--- src/hdl/udp_pkg.sv ---
// Function
// - suspend bit, reset zero, drives the transceiver into minimal-power suspend
// - suspend acts only in device mode and lives in the system clock domain
// - burst style bit resets to one; undefined bursts, else at most four beats
// - four-bit field, reset 0011, drives the bus protection attribute of transfers
// - transfer byte count gives total bytes of one operation, resets to zero
// - flush-on-cancel written with abort empties the target FIFO after the abort
// - abort during an active transfer stops it; hardware clears abort when stopped
// - abort takes effect only in device mode
// - abort written while start is zero has no effect
// - I/O-to-I/O mode keeps the memory address fixed for every beat
// - start set after setup; only hardware clears it, on completion, error or abort
// - direction zero moves FIFO to memory, one moves memory to FIFO
package udp_pkg;

    localparam int ADDR_W = 12;
    localparam int LEN_W = 17;
    localparam int FIFO_N = 5;

    localparam logic [ADDR_W-1:0] OFS_TARGET = 12'h1c0;
    localparam logic [ADDR_W-1:0] OFS_PARAM1 = 12'h1c8;
    localparam logic [ADDR_W-1:0] OFS_MEMPTR = 12'h1cc;
    localparam logic [ADDR_W-1:0] OFS_STATUS = 12'h1e0;

    // parameter one layout
    localparam int B_SUSPEND = 31;
    localparam int B_BURST = 29;
    localparam int B_HPROT_LO = 25;
    localparam int B_LEN_LO = 8;
    localparam int B_FLUSH = 4;
    localparam int B_ABORT = 3;
    localparam int B_IO = 2;
    localparam int B_DIR = 1;
    localparam int B_START = 0;

    // status layout
    localparam int B_BUSY = 0;
    localparam int B_DONE = 1;
    localparam int B_ERR = 2;
    localparam int B_ABORTED = 3;

    localparam logic RST_SUSPEND = 1'b0;
    localparam logic RST_BURST = 1'b1;
    localparam logic [3:0] RST_HPROT = 4'b0011;
    localparam logic [LEN_W-1:0] RST_LEN = 17'h0_0000;
    localparam logic [31:0] RST_MEMPTR = 32'h0000_0000;
    localparam logic [FIFO_N-1:0] RST_TARGET = 5'h00;

    localparam logic [1:0] SHORT_BURST_LAST = 2'h3;
    localparam logic [2:0] WORD_BYTES = 3'h4;

    typedef enum logic [1:0] {
        UDP_IDLE = 2'b00,
        UDP_FIFO = 2'b01,
        UDP_MEM = 2'b10
    } udp_state_t;

endpackage
--- src/hdl/udp_dma_ctrl.sv ---
// Design decision made here: register access over Avalon-MM.
`timescale 1ns/1ps
module udp_dma_ctrl
    import udp_pkg::*;
(
    input wire logic i_clk,
    input wire logic i_rst,
    input wire logic i_device_mode,
    // register bus
    input wire logic [ADDR_W-1:0] i_avs_address,
    input wire logic i_avs_read,
    input wire logic i_avs_write,
    input wire logic [31:0] i_avs_writedata,
    input wire logic [3:0] i_avs_byteenable,
    output logic [31:0] o_avs_readdata,
    output logic o_avs_waitrequest,
    // transceiver
    output logic o_phy_suspend,
    // fifo side, muxed outside by o_fifo_sel
    output logic [FIFO_N-1:0] o_fifo_sel,
    output logic o_fifo_rd,
    input wire logic i_fifo_valid,
    input wire logic [31:0] i_fifo_rdata,
    output logic o_fifo_wr,
    input wire logic i_fifo_space,
    output logic [31:0] o_fifo_wdata,
    output logic [2:0] o_fifo_bytes,
    output logic [FIFO_N-1:0] o_fifo_flush,
    // memory initiator
    output logic o_mem_req,
    output logic o_mem_write,
    output logic [31:0] o_mem_addr,
    output logic [31:0] o_mem_wdata,
    output logic [2:0] o_mem_bytes,
    output logic o_mem_seq,
    output logic o_mem_undef_burst,
    output logic [3:0] o_mem_hprot,
    input wire logic i_mem_ready,
    input wire logic i_mem_err,
    input wire logic [31:0] i_mem_rdata
);

    ////////////////////////////////////////////////////////////////////////////
    // registers

    logic suspend_r;
    logic burst_undef_r;
    logic [3:0] hprot_r;
    logic [LEN_W-1:0] len_r;
    logic flush_r;
    logic abort_r;
    logic io_r;
    logic dir_r;
    logic start_r;
    logic [31:0] memptr_r;
    logic [FIFO_N-1:0] target_r;
    logic done_r;
    logic err_r;
    logic aborted_r;

    logic wait_r;
    logic [31:0] rdata_r;
    logic acc;
    logic wr_acc;
    logic [31:0] wmask;
    logic [31:0] param1_rd;
    logic [31:0] status_rd;

    udp_state_t state_r;
    logic [LEN_W-1:0] rem_r;
    logic [31:0] addr_r;
    logic [31:0] data_r;
    logic [1:0] beat_r;
    logic beat_any_r;
    logic [2:0] beat_bytes;
    logic stop_now;
    logic finish;
    logic fail;
    logic last_beat;

    ////////////////////////////////////////////////////////////////////////////
    // bus slave: one wait state, request taken when waitrequest is low

    assign acc = (i_avs_read | i_avs_write) & ~wait_r;
    assign wr_acc = i_avs_write & ~wait_r;

    always_comb begin
        for (int i = 0; i < 4; i++) begin
            wmask[8*i +: 8] = {8{i_avs_byteenable[i]}};
        end
    end

    always_ff @(posedge i_clk) begin
        if (i_rst) begin
            wait_r <= 1'b1;
        end else if ((i_avs_read | i_avs_write) && wait_r) begin
            wait_r <= 1'b0;
        end else begin
            wait_r <= 1'b1;
        end
    end

    assign param1_rd = {suspend_r, 1'b0, burst_undef_r, hprot_r, len_r, 3'h0,
                        flush_r, abort_r, io_r, dir_r, start_r};
    assign status_rd = {28'h000_0000, aborted_r, err_r, done_r, start_r};

    // read data is registered on the same edge that drops waitrequest
    always_ff @(posedge i_clk) begin
        if (i_rst) begin
            rdata_r <= 32'h0000_0000;
        end else if (i_avs_read && wait_r) begin
            case (i_avs_address)
                OFS_TARGET: rdata_r <= {27'h000_0000, target_r};
                OFS_PARAM1: rdata_r <= param1_rd;
                OFS_MEMPTR: rdata_r <= memptr_r;
                OFS_STATUS: rdata_r <= status_rd;
                default: rdata_r <= 32'h0000_0000;
            endcase
        end
    end

    ////////////////////////////////////////////////////////////////////////////
    // parameter register

    logic [31:0] p1_new;
    assign p1_new = (param1_rd & ~wmask) | (i_avs_writedata & wmask);

    always_ff @(posedge i_clk) begin
        if (i_rst) begin
            suspend_r <= RST_SUSPEND;
            burst_undef_r <= RST_BURST;
            hprot_r <= RST_HPROT;
            len_r <= RST_LEN;
            io_r <= 1'b0;
            dir_r <= 1'b0;
        end else if (wr_acc && i_avs_address == OFS_PARAM1) begin
            // suspend is a plain system-clock flop, not crossed to the phy clock
            suspend_r <= p1_new[B_SUSPEND];
            burst_undef_r <= p1_new[B_BURST];
            hprot_r <= p1_new[B_HPROT_LO +: 4];
            len_r <= p1_new[B_LEN_LO +: LEN_W];
            io_r <= p1_new[B_IO];
            dir_r <= p1_new[B_DIR];
        end
    end

    always_ff @(posedge i_clk) begin
        if (i_rst) begin
            memptr_r <= RST_MEMPTR;
            target_r <= RST_TARGET;
        end else if (wr_acc) begin
            if (i_avs_address == OFS_MEMPTR) begin
                memptr_r <= (memptr_r & ~wmask) | (i_avs_writedata & wmask);
            end
            if (i_avs_address == OFS_TARGET && i_avs_byteenable[0]) begin
                target_r <= i_avs_writedata[FIFO_N-1:0];
            end
        end
    end

    // start: software may only set it, hardware alone clears it
    logic sw_start;
    logic sw_abort;
    assign sw_start = wr_acc && i_avs_address == OFS_PARAM1 && i_avs_byteenable[0]
                      && i_avs_writedata[B_START] && !start_r;
    // abort counts only during an active transfer in device mode
    assign sw_abort = wr_acc && i_avs_address == OFS_PARAM1 && i_avs_byteenable[0]
                      && i_avs_writedata[B_ABORT] && start_r
                      && i_device_mode;

    always_ff @(posedge i_clk) begin
        if (i_rst) begin
            start_r <= 1'b0;
        end else if (finish || fail || stop_now) begin
            start_r <= 1'b0;
        end else if (sw_start) begin
            start_r <= 1'b1;
        end
    end

    always_ff @(posedge i_clk) begin
        if (i_rst) begin
            abort_r <= 1'b0;
            flush_r <= 1'b0;
        end else if (stop_now) begin
            abort_r <= 1'b0;
            flush_r <= 1'b0;
        end else if (sw_abort && !abort_r) begin
            abort_r <= 1'b1;
            flush_r <= i_avs_writedata[B_FLUSH];
        end
    end

    // sticky status, write one to clear; a new event wins over the clear
    always_ff @(posedge i_clk) begin
        if (i_rst) begin
            done_r <= 1'b0;
            err_r <= 1'b0;
            aborted_r <= 1'b0;
        end else begin
            if (finish) begin
                done_r <= 1'b1;
            end else if (wr_acc && i_avs_address == OFS_STATUS && i_avs_byteenable[0]
                         && i_avs_writedata[B_DONE]) begin
                done_r <= 1'b0;
            end
            if (fail) begin
                err_r <= 1'b1;
            end else if (wr_acc && i_avs_address == OFS_STATUS && i_avs_byteenable[0]
                         && i_avs_writedata[B_ERR]) begin
                err_r <= 1'b0;
            end
            if (stop_now) begin
                aborted_r <= 1'b1;
            end else if (wr_acc && i_avs_address == OFS_STATUS && i_avs_byteenable[0]
                         && i_avs_writedata[B_ABORTED]) begin
                aborted_r <= 1'b0;
            end
        end
    end

    ////////////////////////////////////////////////////////////////////////////
    // transfer engine, one word per beat

    assign beat_bytes = (rem_r < LEN_W'(WORD_BYTES)) ? rem_r[2:0] : WORD_BYTES;
    assign last_beat = rem_r <= LEN_W'(WORD_BYTES);
    // abort only between memory accesses so no bus transfer is cut short
    assign stop_now = abort_r && state_r != UDP_MEM;
    assign fail = state_r == UDP_MEM && i_mem_ready && i_mem_err;
    assign finish = (state_r == UDP_MEM && i_mem_ready && !i_mem_err && !dir_r && last_beat)
                    || (state_r == UDP_FIFO && dir_r && i_fifo_space && last_beat
                        && !abort_r);

    always_ff @(posedge i_clk) begin
        if (i_rst) begin
            state_r <= UDP_IDLE;
            rem_r <= RST_LEN;
            addr_r <= RST_MEMPTR;
            data_r <= 32'h0000_0000;
        end else begin
            case (state_r)
                UDP_IDLE: begin
                    if (start_r && !abort_r) begin
                        rem_r <= len_r;
                        addr_r <= memptr_r;
                        state_r <= dir_r ? UDP_MEM : UDP_FIFO;
                    end
                end
                UDP_FIFO: begin
                    if (abort_r) begin
                        state_r <= UDP_IDLE;
                    end else if (!dir_r && i_fifo_valid) begin
                        data_r <= i_fifo_rdata;
                        state_r <= UDP_MEM;
                    end else if (dir_r && i_fifo_space) begin
                        rem_r <= rem_r - LEN_W'(beat_bytes);
                        state_r <= last_beat ? UDP_IDLE : UDP_MEM;
                    end
                end
                UDP_MEM: begin
                    if (i_mem_ready) begin
                        if (i_mem_err) begin
                            state_r <= UDP_IDLE;
                        end else begin
                            if (dir_r) begin
                                data_r <= i_mem_rdata;
                                state_r <= UDP_FIFO;
                            end else begin
                                rem_r <= rem_r - LEN_W'(beat_bytes);
                                state_r <= last_beat ? UDP_IDLE : UDP_FIFO;
                            end
                            if (!io_r) begin
                                addr_r <= addr_r + 32'h0000_0004;
                            end
                        end
                    end
                end
                default: state_r <= UDP_IDLE;
            endcase
        end
    end

    // beats of the current burst; short mode restarts a burst every four beats
    always_ff @(posedge i_clk) begin
        if (i_rst || state_r == UDP_IDLE) begin
            beat_r <= 2'h0;
            beat_any_r <= 1'b0;
        end else if (state_r == UDP_MEM && i_mem_ready) begin
            beat_r <= beat_r + 2'h1;
            beat_any_r <= 1'b1;
        end
    end

    ////////////////////////////////////////////////////////////////////////////
    // registered outputs

    logic mem_go;
    assign mem_go = (state_r == UDP_FIFO && !dir_r && i_fifo_valid && !abort_r)
                    || (state_r == UDP_FIFO && dir_r && i_fifo_space && !last_beat
                        && !abort_r)
                    || (state_r == UDP_IDLE && start_r && !abort_r && dir_r)
                    || (state_r == UDP_MEM && !i_mem_ready);

    always_ff @(posedge i_clk) begin
        if (i_rst) begin
            o_mem_req <= 1'b0;
            o_mem_write <= 1'b0;
            o_mem_addr <= 32'h0000_0000;
            o_mem_wdata <= 32'h0000_0000;
            o_mem_bytes <= 3'h0;
            o_mem_seq <= 1'b0;
        end else begin
            o_mem_req <= mem_go;
            o_mem_write <= !dir_r;
            o_mem_addr <= (state_r == UDP_IDLE) ? memptr_r : addr_r;
            o_mem_wdata <= (state_r == UDP_FIFO) ? i_fifo_rdata : o_mem_wdata;
            o_mem_bytes <= (state_r == UDP_IDLE)
                           ? ((len_r < LEN_W'(WORD_BYTES)) ? len_r[2:0] : WORD_BYTES)
                           : beat_bytes;
            // seq marks continuation; undefined bursts never break, short ones wrap at four
            o_mem_seq <= (state_r != UDP_IDLE)
                         && (burst_undef_r ? beat_any_r : (beat_r != 2'h0));
        end
    end

    always_ff @(posedge i_clk) begin
        if (i_rst) begin
            o_mem_undef_burst <= RST_BURST;
            o_mem_hprot <= RST_HPROT;
        end else begin
            o_mem_undef_burst <= burst_undef_r;
            o_mem_hprot <= hprot_r;
        end
    end

    always_ff @(posedge i_clk) begin
        if (i_rst) begin
            o_fifo_rd <= 1'b0;
            o_fifo_wr <= 1'b0;
            o_fifo_wdata <= 32'h0000_0000;
            o_fifo_bytes <= 3'h0;
            o_fifo_sel <= RST_TARGET;
            o_fifo_flush <= RST_TARGET;
        end else begin
            o_fifo_rd <= state_r == UDP_FIFO && !dir_r && i_fifo_valid && !abort_r;
            o_fifo_wr <= state_r == UDP_FIFO && dir_r && i_fifo_space && !abort_r;
            o_fifo_wdata <= data_r;
            o_fifo_bytes <= beat_bytes;
            o_fifo_sel <= target_r;
            // flush pulse only after the stop, only if asked together with abort
            o_fifo_flush <= (stop_now && flush_r) ? target_r : RST_TARGET;
        end
    end

    always_ff @(posedge i_clk) begin
        if (i_rst) begin
            o_phy_suspend <= RST_SUSPEND;
        end else begin
            o_phy_suspend <= suspend_r && i_device_mode;
        end
    end

    assign o_avs_readdata = rdata_r;
    assign o_avs_waitrequest = wait_r;

endmodule

--- config.mk ---
export PLATFORM = sky130hd
export DESIGN_NAME = udp_dma_ctrl
export DESIGN_NICKNAME = d
export VERILOG_FILES = /design/src/hdl/udp_pkg.sv /design/src/hdl/udp_dma_ctrl.sv
export SDC_FILE = /design/constraint.sdc
export NUM_CORES = 1
export LEC_CHECK = 0
export ABC_AREA = 0
export BUFFER_PORTS_ARGS = -buffer_cell sky130_fd_sc_hd__buf_4
export CAP_MARGIN = 20
export CORE_MARGIN = 3
export CORE_UTILIZATION = 29
export DETAILED_ROUTE_END_ITERATION = 12
export PLACE_DENSITY = 0.47
export SKIP_LAST_GASP = 1
export SYNTH_ARGS = -nofsm -noshare
export SYNTH_HDL_FRONTEND = slang
export SYNTH_SLANG_ARGS = --single-unit
--- constraint.sdc ---
create_clock -name i_clk -period 4.3 [get_ports i_clk]
set_input_delay 0 -clock i_clk [delete_from_list [all_inputs] [get_ports i_clk]]
set_output_delay 0 -clock i_clk [all_outputs]
set_load 0.1 [all_outputs]
==> impl_metrics.json <==
{
  "status": "completed",
  "min_path_type": "in2reg",
  "setup_tns_ns": 0,
  "synthSimpleGateAreaFrac": 0.225,
  "synth_commonest_cells": "dfxtp_1 (310), nand2_1 (171), nor2_1 (154), mux2i_1 (133), a21oi_1 (113)",
  "clkSlewWorstSetupHoldPaths_ns": 0.06,
  "cts_buffers": 37,
  "io_buffers": 276,
  "cp_max_fo": 37,
  "ys_types": 69,
  "async_flop_share": 0,
  "drt_iter0_markers": 882,
  "setup_viol_count_final": 0,
  "cp-start-kind": "flip-flop",
  "finish.utilization": 0.407,
  "grt_pass1_wl_um": 67600,
  "totalWireLength_um": 44200,
  "yosysTopAreaCell": "dfxtp_1",
  "drv_slew": 0,
  "syn-cell-area_um2": 13200,
  "cts_tree": "yes",
  "crit_arrival_ns": 3.51,
  "placedCellCount": 2251,
  "start_util": 0.296,
  "clock-sinks": 310,
  "htree_levels": 2,
  "viasPerCell": 4.89,
  "drc": 0,
  "post-dp-hpwl_um": 30100,
  "cap_violations": 0,
  "die_y_um": 219,
  "fp.dieW_um": 219,
  "cp-end-kind": "flip-flop",
  "synth_top_area_frac": 0.471,
  "synth-compound-area-share": 0.135,
  "yosys_register_bits": 310,
  "fin_crit_sh": 0.727,
  "synth_edf_count": 0,
  "wl_per_cell_um": 18.2,
  "grt_usage": 0.179,
  "peakVddDrop_mv": 0.249,
  "first_pass_iters": 5,
  "synth_xor_area_frac": 0.00133,
  "vias": 11900,
  "drive_gt1_frac": 0.209,
  "slew_headroom": 0.273,
  "power_density_nw_per_um2": 427,
  "clkLatencyLatePin_ns": 0.53,
  "power_w": 0.00773,
  "stdcell_count": 2437,
  "p_leak_nw": 7.05,
  "synthesis.nets": 1605,
  "grt_overflow": 0,
  "ys.flop_type": "dfxtp_1",
  "worstSetupPathType": "reg2reg",
  "synth-seq-area-share": 0.471,
  "grt_start_max_net_pins": 179,
  "max_freq_ghz": 0.320,
  "synth_top_family_by_area": "simple AND/OR/NAND/NOR gates",
  "critPathRequiredTime_ns": 4.68,
  "postRouteAntennaNets": 0,
  "areaGrowthSynthToFinish_pct": 37.4,
  "yosysMostFrequentCell": "dfxtp_1",
  "synthAdderAreaFrac": 0.00760,
  "ios": 277,
  "antenna_found_initial": 1,
  "worstMarginPinSlew_ns": 1.09,
  "core-area_um2": 44500,
  "nets": 1949,
  "fp-row-count": 77,
  "synth.area.top_cells": "dfxtp_1 (47%), mux2i_1 (10%), nand2_1 (4.9%), nor2_1 (4.4%), a21oi_1 (4.3%)",
  "cts_buffer_depth": 3,
  "post-route-min-period_ns": 3.13,
  "gp_congestion": 0.869,
  "hold_viol_final": 0,
  "grt_pass1_vias": 11700,
  "root_buffer": "clkbuf_16",
  "avgSynthCellArea_um2": 8.93,
  "worst_slack_ns": 1.17,
  "finalClockSkew_ns": 0.0121,
  "synth.mux.area_fraction": 0.121,
  "die_area_um2": 48000,
  "pre_cts_slack_ns": 1.17,
  "yosysWarnings": 0,
  "synth_cells": 1476,
  "rsz0062_at_grt": "false"
}
## path summary, 6_finish.rpt
path	from	endpoint	slack, ns	depth (start not counted)
setup reg to reg	state_r[0]	addr_r[26]	1.17	8
hold reg to reg	addr_r[0]	addr_r[0]	0.45	2
setup / recovery	state_r[0]	addr_r[26]	1.17	8
hold / removal	i_avs_address[6]	flip-flop	0.04	5
## final cells by class
type / instances / area (µm²)
fill: 4474 / 26400
multi-input combinational: 1043 / 6490
sequential: 310 / 6210
timing repair buffer: 408 / 3390
clock buffer: 52 / 1040
tap: 592 / 741
clock inverter: 11 / 155
inverter: 20 / 75.1
antenna: 1 / 2.50
## layer usage
metal | global-route usage | vias up | wire [µm] | part of all wire
met5 | 0 | - | 0 | 0
met3 | 0.0327 | 54 | 2460 | 0.056
li1 | - | 5912 | - | -
met1 | 0.241 | 5607 | 20500 | 0.46
met4 | 0.0529 | 0 | 990 | 0.022
met2 | 0.292 | 352 | 20300 | 0.46
## layout by cell type (no fill, tap or decap), drive strengths merged, types with 17 or more instances in the layout
cell / n
a21oi: 113
and3: 17
dlygate4sd3: 122
a211oi: 44
o21ai: 37
mux2: 23
mux2i: 133
nor3: 23
clkbuf: 52
inv: 20
buf: 286
nand2: 171
dfxtp: 310
nor2: 154
nor2b: 61
nor3b: 20
nand3: 55
## repair_timing
item                      in CTS  in global routing
hold endpoints to repair     175                  0
gates resized for setup        0                  0
hold buffers                 122                  0
buffers inserted               0                  0
## where the power goes
part	switching, W	internal (W)	leakage (nW)
Clock	0.00122	0.00192	0.594
Combinational	0.00102	0.000499	3.96
Sequential	0.0000807	0.00299	2.50
Total	0.00232	0.00541	7.05
## critical path: stages, from the launching register on
cell and delay (ns):
dfxtp_1 0.34, inv_1 0.17, ha_2 0.46, buf_4 0.51
inv_1 0.27, o221a_2 0.60, and3_1 0.28, a211oi_1 0.23
nor4_1 0.08
## per-stage QoR
step	hold WS (ns)	instance area, µm²
after CTS	0.00717	18100
after global placement	0.219	15700
after detailed placement	0.230	15700
final	0.0396	18100
after floorplan	0.116	13200
after global routing	0.0676	18100
## cells by family after synthesis
| group | Yosys count |
|---|---|
| xor gates and xnor gates | 2 |
| muxes | 156 |
| DFF | 310 |
| and+or+nand+nor | 591 |
| other | 1 |
| buffers and inverters | 123 |
| adders and majority gates | 8 |
| AOI/OAI and AO/OA | 285 |
(Power assumes the default switching activity.)
